**src/upv_pkg.sv**
```systemverilog
// Constants, codes and register map of the printer port vendor access block
package upv_pkg;
  // Vendor request framing
  localparam logic [7:0]  REQ_TYPE_READ  = 8'hc0;
  localparam logic [7:0]  REQ_TYPE_WRITE = 8'h40;
  localparam logic [7:0]  REQ_CODE_READ  = 8'h0d;
  localparam logic [7:0]  REQ_CODE_WRITE = 8'h0e;
  localparam logic [15:0] LEN_READ       = 16'h0001;
  localparam logic [15:0] LEN_WRITE      = 16'h0000;
  // Application numbers (value field high byte)
  localparam logic [7:0]  APP_AUX        = 8'h00;
  localparam logic [7:0]  APP_PRINTER    = 8'h01;
  localparam logic [7:0]  APP_RESERVED   = 8'h02;
  // Register offsets (index field)
  localparam logic [15:0] OFS_DATA       = 16'h0000;
  localparam logic [15:0] OFS_STATUS     = 16'h0001;
  localparam logic [15:0] OFS_CONTROL    = 16'h0002;
  localparam logic [15:0] OFS_FIFO_CONFA = 16'h0008;
  localparam logic [15:0] OFS_CONFIG_B   = 16'h0009;
  localparam logic [15:0] OFS_MODE       = 16'h000a;
  localparam logic [15:0] OFS_AUX        = 16'h0004;
  // Reset values
  localparam logic [7:0]  DATA_RESET     = 8'h00;
  localparam logic [7:0]  CONTROL_RESET  = 8'h00;
  localparam logic [7:0]  CONFIG_RESET   = 8'h00;
  localparam logic [7:0]  MODE_RESET     = 8'h20;
  localparam logic [7:0]  AUX_RESET      = 8'h00;
  // Control register fields
  localparam int          CTL_STROBE     = 0;
  localparam int          CTL_AUTOFD     = 1;
  localparam int          CTL_INIT       = 2;
  localparam int          CTL_SELECTIN   = 3;
  localparam int          CTL_DIR        = 5;
  localparam logic [7:0]  CTL_WR_MASK    = 8'h2f;
  // Mode field in bits 7..5 of the mode select register
  localparam int          MODE_HI        = 7;
  localparam int          MODE_LO        = 5;
  localparam logic [2:0]  MODE_SPP       = 3'h0;
  localparam logic [2:0]  MODE_NIBBLE    = 3'h1;
  localparam logic [2:0]  MODE_FIFO      = 3'h2;
  // Status report layout
  localparam logic [7:0]  REPORT_RSVD    = 8'h00;
  localparam logic [1:0]  REPORT_LAST    = 2'h3;
  // Descriptor table: interface (9) plus three endpoints (7 each)
  localparam int          DESC_BYTES     = 30;
  localparam logic [4:0]  DESC_LAST      = 5'h1d;
  // Report period
  localparam int          CLK_PERIOD_PS  = 5000;
  localparam int          REPORT_TIME_US = 1000;
  localparam int          REPORT_CYCLES  = (REPORT_TIME_US * 1000000) / CLK_PERIOD_PS;
  typedef enum logic [0:0] {UPV_REP_IDLE, UPV_REP_SEND} upv_rep_state_t;
endpackage

```
**src/upv_buf2.sv**
```systemverilog
// Two-entry valid/ready buffer for the status report byte stream
`timescale 1ns/100ps
`default_nettype none
module upv_buf2 import upv_pkg::*; #(
  parameter int WIDTH = 8
) (
  input  wire logic             clock,
  input  wire logic             nrst,
  input  wire logic             in_valid,
  output logic                  in_ready,
  input  wire logic [WIDTH-1:0] in_data,
  output logic                  out_valid,
  input  wire logic             out_ready,
  output logic      [WIDTH-1:0] out_data
);
  logic [WIDTH-1:0] slot_reg [2];
  logic [WIDTH-1:0] slot_next [2];
  logic             wptr_reg, wptr_next;
  logic             rptr_reg, rptr_next;
  logic [1:0]       count_reg, count_next;
  logic             push, pop;

  // Honest full and empty from the occupancy count
  assign in_ready  = (count_reg != 2'h2);
  assign out_valid = (count_reg != 2'h0);
  assign out_data  = slot_reg[rptr_reg];
  assign push      = in_valid & in_ready;
  assign pop       = out_valid & out_ready;

  // Pointer and slot updates
  always_comb begin
    slot_next  = slot_reg;
    wptr_next  = wptr_reg;
    rptr_next  = rptr_reg;
    count_next = count_reg;
    if (push) begin
      slot_next[wptr_reg] = in_data;
      wptr_next           = ~wptr_reg;
    end
    if (pop) begin
      rptr_next = ~rptr_reg;
    end
    count_next = count_reg + {1'b0, push} - {1'b0, pop};
  end

  always_ff @(posedge clock or negedge nrst) begin
    if (!nrst) begin
      slot_reg[0] <= '0;
      slot_reg[1] <= '0;
      wptr_reg    <= 1'b0;
      rptr_reg    <= 1'b0;
      count_reg   <= 2'h0;
    end else begin
      slot_reg  <= slot_next;
      wptr_reg  <= wptr_next;
      rptr_reg  <= rptr_next;
      count_reg <= count_next;
    end
  end

  a_buf_no_over : assert property (@(posedge clock) disable iff (!nrst) count_reg <= 2'h2)
    else $error("buffer count above two");
endmodule // upv_buf2
`default_nettype wire

```
**src/upv_port_access.sv**
```systemverilog
// Vendor register access, descriptors and status report of the printer port function
`timescale 1ns/100ps
`default_nettype none
module upv_port_access import upv_pkg::*; #(
  parameter int REPORT_PERIOD = REPORT_CYCLES
) (
  input  wire logic        clock,
  input  wire logic        nrst,
  // Setup stage of a control transfer on endpoint zero
  input  wire logic        setup_valid,
  input  wire logic [7:0]  setup_req_type,
  input  wire logic [7:0]  setup_request,
  input  wire logic [15:0] setup_value,
  input  wire logic [15:0] setup_index,
  input  wire logic [15:0] setup_length,
  output logic             ctl_done,
  output logic             ctl_stall,
  output logic             ctl_rd_valid,
  output logic [7:0]       ctl_rd_data,
  // Descriptor table read port
  input  wire logic [4:0]  desc_addr,
  output logic [7:0]       desc_data,
  // Status endpoint byte stream
  output logic             ep_status_valid,
  input  wire logic        ep_status_ready,
  output logic [7:0]       ep_status_data,
  // FIFO flags and FIFO port
  input  wire logic        in_fifo_full_flag,
  input  wire logic        in_fifo_empty_flag,
  input  wire logic        out_fifo_full_flag,
  input  wire logic        out_fifo_empty_flag,
  output logic             fifo_wr_valid,
  output logic [7:0]       fifo_wr_data,
  output logic             fifo_rd_take,
  input  wire logic [7:0]  fifo_rd_data,
  // Printer port pins
  input  wire logic [7:0]  printer_data_pins_in,
  output logic [7:0]       printer_data_pins_out,
  output logic             printer_data_pins_oe,
  input  wire logic        busy_pin_n,
  input  wire logic        ack_pin_n,
  input  wire logic        paper_end_pin,
  input  wire logic        online_pin,
  input  wire logic        fault_pin_n,
  output logic             strobe_pin_n,
  output logic             autofd_pin_n,
  output logic             init_pin_n,
  output logic             select_in_pin_n,
  // Register contents used elsewhere in the port
  output logic [7:0]       port_config_a,
  output logic [7:0]       port_config_b,
  output logic [7:0]       port_mode_select,
  output logic [7:0]       aux_control
);
  // Register file
  logic [7:0]  printer_data_reg, printer_data_next;
  logic [7:0]  printer_control_reg, printer_control_next;
  logic [7:0]  config_a_reg, config_a_next;
  logic [7:0]  config_b_reg, config_b_next;
  logic [7:0]  mode_reg, mode_next;
  logic [7:0]  aux_reg, aux_next;
  // Answer to the host
  logic        done_reg, done_next;
  logic        stall_reg, stall_next;
  logic        rd_valid_reg, rd_valid_next;
  logic [7:0]  rd_data_reg, rd_data_next;
  logic        fifo_wr_reg, fifo_wr_next;
  logic [7:0]  fifo_wdata_reg, fifo_wdata_next;
  logic        fifo_take_reg, fifo_take_next;
  // Decode
  logic        is_read, is_write;
  logic [7:0]  app;
  logic [7:0]  wbyte;
  logic        ofs_ok;
  logic        fifo_mode;
  logic        dir_in;
  logic [7:0]  printer_status;
  logic [7:0]  fifo_flags;

  // Status byte built from the pins; unused low bits read zero
  assign printer_status = {~busy_pin_n, ~ack_pin_n, paper_end_pin, online_pin, fault_pin_n, 3'h0};
  assign fifo_flags     = {4'h0, out_fifo_empty_flag, out_fifo_full_flag,
                           in_fifo_empty_flag, in_fifo_full_flag};

  // SPP mode is forward only, so the direction bit is ignored there
  assign fifo_mode = (mode_reg[MODE_HI:MODE_LO] == MODE_FIFO);
  assign dir_in    = printer_control_reg[CTL_DIR] & (mode_reg[MODE_HI:MODE_LO] != MODE_SPP);

  // Request framing and application select
  assign is_read  = (setup_req_type == REQ_TYPE_READ) && (setup_request == REQ_CODE_READ)
                    && (setup_length == LEN_READ);
  assign is_write = (setup_req_type == REQ_TYPE_WRITE) && (setup_request == REQ_CODE_WRITE)
                    && (setup_length == LEN_WRITE);
  assign app      = setup_value[15:8];
  assign wbyte    = setup_value[7:0];

  // Known offsets per application; the reserved application has none
  always_comb begin
    ofs_ok = 1'b0;
    if (app == APP_PRINTER) begin
      case (setup_index)
        OFS_DATA, OFS_STATUS, OFS_CONTROL, OFS_FIFO_CONFA, OFS_CONFIG_B, OFS_MODE: ofs_ok = 1'b1;
        default: ofs_ok = 1'b0;
      endcase
    end else if (app == APP_AUX) begin
      ofs_ok = (setup_index == OFS_AUX);
    end
  end

  // Register reads, writes and the answer; one request is finished in one cycle
  always_comb begin
    printer_data_next    = printer_data_reg;
    printer_control_next = printer_control_reg;
    config_a_next        = config_a_reg;
    config_b_next        = config_b_reg;
    mode_next            = mode_reg;
    aux_next             = aux_reg;
    done_next            = 1'b0;
    stall_next           = 1'b0;
    rd_valid_next        = 1'b0;
    rd_data_next         = rd_data_reg;
    fifo_wr_next         = 1'b0;
    fifo_wdata_next      = fifo_wdata_reg;
    fifo_take_next       = 1'b0;
    if (setup_valid) begin
      if (!((is_read || is_write) && ofs_ok)) begin
        stall_next = 1'b1;
      end else if (is_read) begin
        done_next     = 1'b1;
        rd_valid_next = 1'b1;
        if (app == APP_AUX) begin
          rd_data_next = aux_reg;
        end else begin
          case (setup_index)
            OFS_DATA:    rd_data_next = printer_data_pins_in;
            OFS_STATUS:  rd_data_next = printer_status;
            OFS_CONTROL: rd_data_next = printer_control_reg;
            OFS_FIFO_CONFA: begin
              // Offset 8 is the FIFO port in FIFO mode, configuration A otherwise
              rd_data_next   = fifo_mode ? fifo_rd_data : config_a_reg;
              fifo_take_next = fifo_mode;
            end
            OFS_CONFIG_B: rd_data_next = config_b_reg;
            default:      rd_data_next = mode_reg;
          endcase
        end
      end else begin
        done_next = 1'b1;
        if (app == APP_AUX) begin
          aux_next = wbyte;
        end else begin
          case (setup_index)
            OFS_DATA:    printer_data_next = wbyte;
            OFS_STATUS:  printer_data_next = printer_data_reg; // Status follows the pins only
            OFS_CONTROL: printer_control_next = wbyte & CTL_WR_MASK;
            OFS_FIFO_CONFA: begin
              if (fifo_mode) begin
                fifo_wr_next    = 1'b1;
                fifo_wdata_next = wbyte;
              end else begin
                config_a_next = wbyte;
              end
            end
            OFS_CONFIG_B: config_b_next = wbyte;
            default:      mode_next = wbyte;
          endcase
        end
      end
    end
  end

  always_ff @(posedge clock or negedge nrst) begin
    if (!nrst) begin
      printer_data_reg    <= DATA_RESET;
      printer_control_reg <= CONTROL_RESET;
      config_a_reg        <= CONFIG_RESET;
      config_b_reg        <= CONFIG_RESET;
      mode_reg            <= MODE_RESET;
      aux_reg             <= AUX_RESET;
      done_reg            <= 1'b0;
      stall_reg           <= 1'b0;
      rd_valid_reg        <= 1'b0;
      rd_data_reg         <= 8'h00;
      fifo_wr_reg         <= 1'b0;
      fifo_wdata_reg      <= 8'h00;
      fifo_take_reg       <= 1'b0;
    end else begin
      printer_data_reg    <= printer_data_next;
      printer_control_reg <= printer_control_next;
      config_a_reg        <= config_a_next;
      config_b_reg        <= config_b_next;
      mode_reg            <= mode_next;
      aux_reg             <= aux_next;
      done_reg            <= done_next;
      stall_reg           <= stall_next;
      rd_valid_reg        <= rd_valid_next;
      rd_data_reg         <= rd_data_next;
      fifo_wr_reg         <= fifo_wr_next;
      fifo_wdata_reg      <= fifo_wdata_next;
      fifo_take_reg       <= fifo_take_next;
    end
  end

  // Pins: control bits at 1 pull the matching pin low
  assign printer_data_pins_out = printer_data_reg;
  assign printer_data_pins_oe  = ~dir_in;
  assign strobe_pin_n          = ~printer_control_reg[CTL_STROBE];
  assign autofd_pin_n          = ~printer_control_reg[CTL_AUTOFD];
  assign init_pin_n            = ~printer_control_reg[CTL_INIT];
  assign select_in_pin_n       = ~printer_control_reg[CTL_SELECTIN];
  assign ctl_done              = done_reg;
  assign ctl_stall             = stall_reg;
  assign ctl_rd_valid          = rd_valid_reg;
  assign ctl_rd_data           = rd_data_reg;
  assign fifo_wr_valid         = fifo_wr_reg;
  assign fifo_wr_data          = fifo_wdata_reg;
  assign fifo_rd_take          = fifo_take_reg;
  assign port_config_a         = config_a_reg;
  assign port_config_b         = config_b_reg;
  assign port_mode_select      = mode_reg;
  assign aux_control           = aux_reg;

  // Descriptor table: interface, bulk in, bulk out, status endpoint; first byte in the top lane
  localparam logic [71:0]  DESC_IFACE    = 72'h09_04_00_00_03_ff_00_ff_00;
  localparam logic [55:0]  DESC_BULK_IN  = 56'h07_05_81_02_20_00_ff;
  localparam logic [55:0]  DESC_BULK_OUT = 56'h07_05_02_02_20_00_ff;
  localparam logic [55:0]  DESC_STATUS   = 56'h07_05_87_03_04_00_01;
  localparam logic [239:0] DESC_TABLE    = {DESC_IFACE, DESC_BULK_IN, DESC_BULK_OUT, DESC_STATUS};
  logic [7:0] desc_data_reg, desc_data_next;
  // Addresses past the table read zero rather than wrapping into it
  always_comb begin
    desc_data_next = 8'h00;
    if (desc_addr <= DESC_LAST) begin
      desc_data_next = DESC_TABLE[{DESC_LAST - desc_addr, 3'h0} +: 8];
    end
  end

  always_ff @(posedge clock or negedge nrst) begin
    if (!nrst) begin
      desc_data_reg <= 8'h00;
    end else begin
      desc_data_reg <= desc_data_next;
    end
  end
  assign desc_data = desc_data_reg;

  // Status report: snapshot once a period, then four bytes into the buffer
  upv_rep_state_t rep_state_reg, rep_state_next;
  logic [31:0]    tick_reg, tick_next;
  logic [1:0]     byte_reg, byte_next;
  logic [7:0]     snap_status_reg, snap_status_next;
  logic [7:0]     snap_flags_reg, snap_flags_next;
  logic           buf_in_valid, buf_in_ready;
  logic [7:0]     buf_in_data;
  logic           period_end;

  assign period_end = (tick_reg == 32'(REPORT_PERIOD - 1));

  always_comb begin
    case (byte_reg)
      2'h2:    buf_in_data = snap_status_reg;
      2'h3:    buf_in_data = snap_flags_reg;
      default: buf_in_data = REPORT_RSVD;
    endcase
  end
  assign buf_in_valid = (rep_state_reg == UPV_REP_SEND);

  // Period keeps running even if the host stalls; a late report is not restarted
  always_comb begin
    rep_state_next   = rep_state_reg;
    tick_next        = period_end ? 32'h0 : tick_reg + 32'h1;
    byte_next        = byte_reg;
    snap_status_next = snap_status_reg;
    snap_flags_next  = snap_flags_reg;
    case (rep_state_reg)
      UPV_REP_IDLE: begin
        if (period_end) begin
          rep_state_next   = UPV_REP_SEND;
          byte_next        = 2'h0;
          snap_status_next = printer_status;
          snap_flags_next  = fifo_flags;
        end
      end
      UPV_REP_SEND: begin
        if (buf_in_ready) begin
          byte_next = byte_reg + 2'h1;
          if (byte_reg == REPORT_LAST) begin
            rep_state_next = UPV_REP_IDLE;
          end
        end
      end
      default: rep_state_next = UPV_REP_IDLE;
    endcase
  end

  always_ff @(posedge clock or negedge nrst) begin
    if (!nrst) begin
      rep_state_reg   <= UPV_REP_IDLE;
      tick_reg        <= 32'h0;
      byte_reg        <= 2'h0;
      snap_status_reg <= 8'h00;
      snap_flags_reg  <= 8'h00;
    end else begin
      rep_state_reg   <= rep_state_next;
      tick_reg        <= tick_next;
      byte_reg        <= byte_next;
      snap_status_reg <= snap_status_next;
      snap_flags_reg  <= snap_flags_next;
    end
  end

  upv_buf2 #(.WIDTH(8)) u_report_buf (
    .clock     (clock),
    .nrst      (nrst),
    .in_valid  (buf_in_valid),
    .in_ready  (buf_in_ready),
    .in_data   (buf_in_data),
    .out_valid (ep_status_valid),
    .out_ready (ep_status_ready),
    .out_data  (ep_status_data)
  );

  // Checks on the behaviour above
  a_read_answer : assert property (@(posedge clock) disable iff (!nrst)
    setup_valid && is_read && ofs_ok |=> ctl_rd_valid && ctl_done && !ctl_stall)
    else $error("valid read not answered");
  a_write_nodata : assert property (@(posedge clock) disable iff (!nrst)
    setup_valid && is_write |=> !ctl_rd_valid)
    else $error("write produced read data");
  a_bad_stall : assert property (@(posedge clock) disable iff (!nrst)
    setup_valid && (app == APP_RESERVED) |=> ctl_stall && !ctl_done && $stable(printer_data_reg))
    else $error("reserved application not stalled");
  a_data_write : assert property (@(posedge clock) disable iff (!nrst)
    setup_valid && is_write && app == APP_PRINTER && setup_index == OFS_DATA
    |=> printer_data_pins_out == $past(setup_value[7:0]))
    else $error("data write not on pins");
  a_data_read : assert property (@(posedge clock) disable iff (!nrst)
    setup_valid && is_read && app == APP_PRINTER && setup_index == OFS_DATA
    |=> ctl_rd_data == $past(printer_data_pins_in))
    else $error("data read not from pins");
  a_status_read : assert property (@(posedge clock) disable iff (!nrst)
    setup_valid && is_read && app == APP_PRINTER && setup_index == OFS_STATUS
    |=> ctl_rd_data[2:0] == 3'h0 && ctl_rd_data[7] == !$past(busy_pin_n))
    else $error("status byte layout wrong");
  a_dir_pins : assert property (@(posedge clock) disable iff (!nrst)
    (mode_reg[MODE_HI:MODE_LO] != MODE_SPP) |-> printer_data_pins_oe == !printer_control_reg[CTL_DIR])
    else $error("pin direction does not follow control");
  a_reset_data : assert property (@(posedge clock)
    $rose(nrst) |-> printer_data_pins_out == DATA_RESET)
    else $error("data register not cleared by reset");
  a_report_start : assert property (@(posedge clock) disable iff (!nrst)
    period_end && rep_state_reg == UPV_REP_IDLE |=> buf_in_valid && byte_reg == 2'h0)
    else $error("report not started at period end");
  a_report_bytes : assert property (@(posedge clock) disable iff (!nrst)
    buf_in_valid && byte_reg == REPORT_LAST |-> buf_in_data[7:4] == 4'h0 && buf_in_data == snap_flags_reg)
    else $error("flag byte wrong");
  a_desc_iface : assert property (@(posedge clock) disable iff (!nrst)
    desc_addr == 5'h04 |=> desc_data == 8'h03)
    else $error("endpoint count wrong");

  c_read  : cover property (@(posedge clock) disable iff (!nrst) setup_valid && is_read && ofs_ok);
  c_write : cover property (@(posedge clock) disable iff (!nrst) setup_valid && is_write && ofs_ok);
  c_stall : cover property (@(posedge clock) disable iff (!nrst) ctl_stall);
  c_held  : cover property (@(posedge clock) disable iff (!nrst) buf_in_valid && !buf_in_ready);
endmodule // upv_port_access
`default_nettype wire

```
**config.mk**
```make
export PLATFORM = sky130hd
export DESIGN_NAME = upv_port_access
export DESIGN_NICKNAME = d
export VERILOG_FILES = /design/src/upv_pkg.sv /design/src/upv_buf2.sv /design/src/upv_port_access.sv
export SDC_FILE = /design/constraint.sdc
export NUM_CORES = 1
export LEC_CHECK = 0
export ABC_AREA = 1
export BUFFER_PORTS_ARGS = -buffer_cell sky130_fd_sc_hd__buf_2
export CAP_MARGIN = 25
export CORE_UTILIZATION = 50
export CTS_BUF_LIST = sky130_fd_sc_hd__clkbuf_16
export CTS_CLUSTER_DIAMETER = 120
export DETAILED_ROUTE_END_ITERATION = 8
export PLACE_DENSITY = 0.86
export SYNTH_ARGS = -nofsm -noshare
export SYNTH_HDL_FRONTEND = slang
export SYNTH_SLANG_ARGS = --single-unit
```
**constraint.sdc**
```tcl
create_clock -name clock -period 2.2 [get_ports clock]
set_input_delay 0.11 -clock clock [delete_from_list [all_inputs] [get_ports clock]]
set_output_delay 0.11 -clock clock [all_outputs]
set_load 0.005 [all_outputs]
```
==> impl_metrics.yaml <==
worst_hold_path:
  hp-start: "setup_valid"
  hp-class: "in2reg"
yosys:
  netlist_area_um2: 7800
  async_flop_share_pct: 100
  synth_cells: 1037
  yosysMostFrequentCell: "nand2_1"
  avgSynthCellArea_um2: 7.53
  synth_commonest_cells: "nand2_1 (322), dfrtp_1 (136), inv_1 (122), nor2_1 (111), nand3_1 (52)"
  synth_top_family_by_area: "simple AND/OR/NAND/NOR gates"
  synth.largest_area_cell: "dfrtp_1"
  yosys_warnings: 0
  synth_edf_count: 0
  synth_cell_types: 51
  synth-simple-area-share_pct: 36.0
  yosysTopAreaCellShare_pct: 43.6
  muxShareOfSynthArea_pct: 0
  synthFlopType: "dfrtp_1"
  ys_seq_elements: 137
  synthAdderAreaFrac_pct: 1.76
  synth_xor_area_share_pct: 2.47
  synth-compound-area-share_pct: 7.95
  seq_area_frac_synth_pct: 43.9
  syn_nets: 1146
  synth.area.top_cells: "dfrtp_1 (44%), nand2_1 (15%), inv_1 (5.9%), nor2_1 (5.3%), nand4_1 (3.4%)"
clock_network:
  cts.clk_slew.worst_paths_ps: 60
  cts_tree: "done"
  cts.sinks: 137
  cts_made_buffers: 17
  clock_path_buffers: 2
  root_buffer: "clkbuf_16"
  htreeDepth: 4
  clkLatencyLatePin_ps: 430
  cts_setup_buffers: 0
die:
  start_util_pct: 51.3
  dieArea_um2: 16100
  io_pins: 181
  core_area_um2: 15200
  die_h_um: 127
  num_rows: 45
  die-width_um: 127
route:
  drt_pass1_iterations: 5
  routed_wl_mm: 21.4
  vias: 7756
  vias_per_cell: 5.33
  post-route-drc-count: 0
  wl_per_cell_um: 14.7
  postRouteAntennaNets: 0
  drtIter0Drc: 625
global_routing:
  grt_pass1_vias: 7460
  antenna_found_initial: 1
  grt_pass1_wl_mm: 35.8
  grt_use_total_pct: 28.3
  grt_overflow: 0
  grt_max_degree: 50
setup_path:
  worstPathMaxFanout: 10
  critical_path_class: "reg2reg"
  worst_ep_required_time_ps: 2520
  r2r_start: "port_mode_select[7]"
  startpoint_type: "flop"
  crit_chain: "nor2_2 > nand2_2 > nand2_1 > nand2_1 > inv_1 > o21ai_0 > nor2_1 > a21oi_1 > nand2_1 > nand2_1"
  cpPeakStageDelay_ps: 460
  critPathSlowestCell: "nor2_2"
  crit_path_frequent_cell: "nand2_1"
  crit_start: "port_mode_select[7]"
  setup.worst_path.end_class: "flop"
  cp_data_arrival_time_ps: 2320
finish:
  finalNonFillerCells: 1454
  largest_reg_flops: 32
  drive_gt1_share_pct: 22.8
  nets: 1361
  syn2layout_area_growth_pct: 24.8
placement:
  dp.cells: 1402
  hpwl_mm: 16.1
  port-buffer-count: 180
  place_congestion: 0.966
job:
  drv_cap: 0
sta:
  tns_ps: 0
  period_needed_ps: 2010
  setup_violations: 0
  hold_viol_final: 0
  skew_ps: 9.85
  fin_crit_sh_pct: 91.2
  worstMarginPinSlew_ps: 579
  rsz0062_at_grt: "false"
  maxSlewHeadroom_pct: 60.8
  fmax_mhz: 498
  slew_violations: 0
power:
  power_density_nw_per_um2: 599
  p_leak_nw: 5.25
  total_power_mw: 5.83
  peakVddDrop_mv: 0.603
run_status:
  status: "complete, no violations"
==> stage by stage <==
stage	utilization (%)	cell area (um2)	worst slack, ps	hold slack (ps)
floorplan	-	7800	430	-186
global placement	59.2	8990	321	70.9
detailed placement	59.2	8990	272	79.1
CTS	64.0	9730	267	21.1
global route	64.0	9740	80.0	52.6
finish	64.0	9740	193	30.3
==> metal layers <==
metal,wire length [um],global-route usage (%),up-vias
li1,-,-,3766
met1,8740,36.0,3570
met2,10200,46.4,359
met3,1740,6.33,61
met4,711,12.5,0
met5,0,0,-
==> logic make-up (layout without fill, tap and decap cells) <==
group,Yosys count,after routing
simple gates,606,606
buf+inv,153,381
flops,137,137
compound gates,108,108
xor+xnor,22,22
fa+ha+maj,11,11
other cells,0,1
==> power breakdown <==
part	switching, mW	leakage, nW	total (mW)	internal, mW
clock	1.13	0.273	2.68	1.55
combinational	0.309	3.15	0.528	0.219
sequential	0.0465	1.83	2.62	2.57
total	1.49	5.25	5.83	4.34
==> what timing repair did <==
item	4_1_cts	5_1_grt
endpoints found under the setup margin	0	1
hold buffers	19	0
gates resized for setup	0	1
hold endpoints to repair	74	0
==> worst paths after layout <==
path | end | slack [ps] | cells after the start
max | ctl_rd_data[7] | 190 | 10
min in group asynchronous | tick_reg[8] | 200 | 2
max in group asynchronous | port_mode_select[5] | 1310 | 3
min | ctl_rd_valid | 30 | 3
min reg2reg | fifo_wr_data[3] | 480 | 2
max reg2reg | ctl_rd_data[7] | 190 | 10
==> layout make-up <==
type | instances | area [um2]
multi-input combinational | 747 | 3770
fill | 1299 | 5470
tap | 188 | 235
sequential | 137 | 3430
clock inverter | 15 | 124
inverter | 133 | 504
timing repair buffer | 216 | 1250
clock buffer | 17 | 425
antenna | 1 | 2.50
==> worst max-delay path, delay by kind of cell (launching register included) <==
kind / cells / cell delay [ps]
AND/OR/NAND/NOR: 7 / 1150
buffers and inverters: 1 / 50
AO/OA/AOI/OAI: 2 / 250
flip-flops: 1 / 440
==> placed cells by master, fill, tap and decap left out, types with 6 or more instances in the layout <==
cell,count
dfrtp_1,136
nor2_4,7
o21ai_0,46
nand2_2,6
nor4_1,9
inv_2,9
buf_2,179
o21ai_1,21
nor2_1,110
xor2_1,17
o21ai_2,9
inv_1,123
nand4_1,42
clkbuf_16,17
nor3_1,22
a21oi_1,18
nand3_1,52
nor2_2,8
buf_4,15
ha_1,11
nand2_1,322
dlygate4sd3_1,19
No activity file was read; power rests on OpenSTA's default activity.
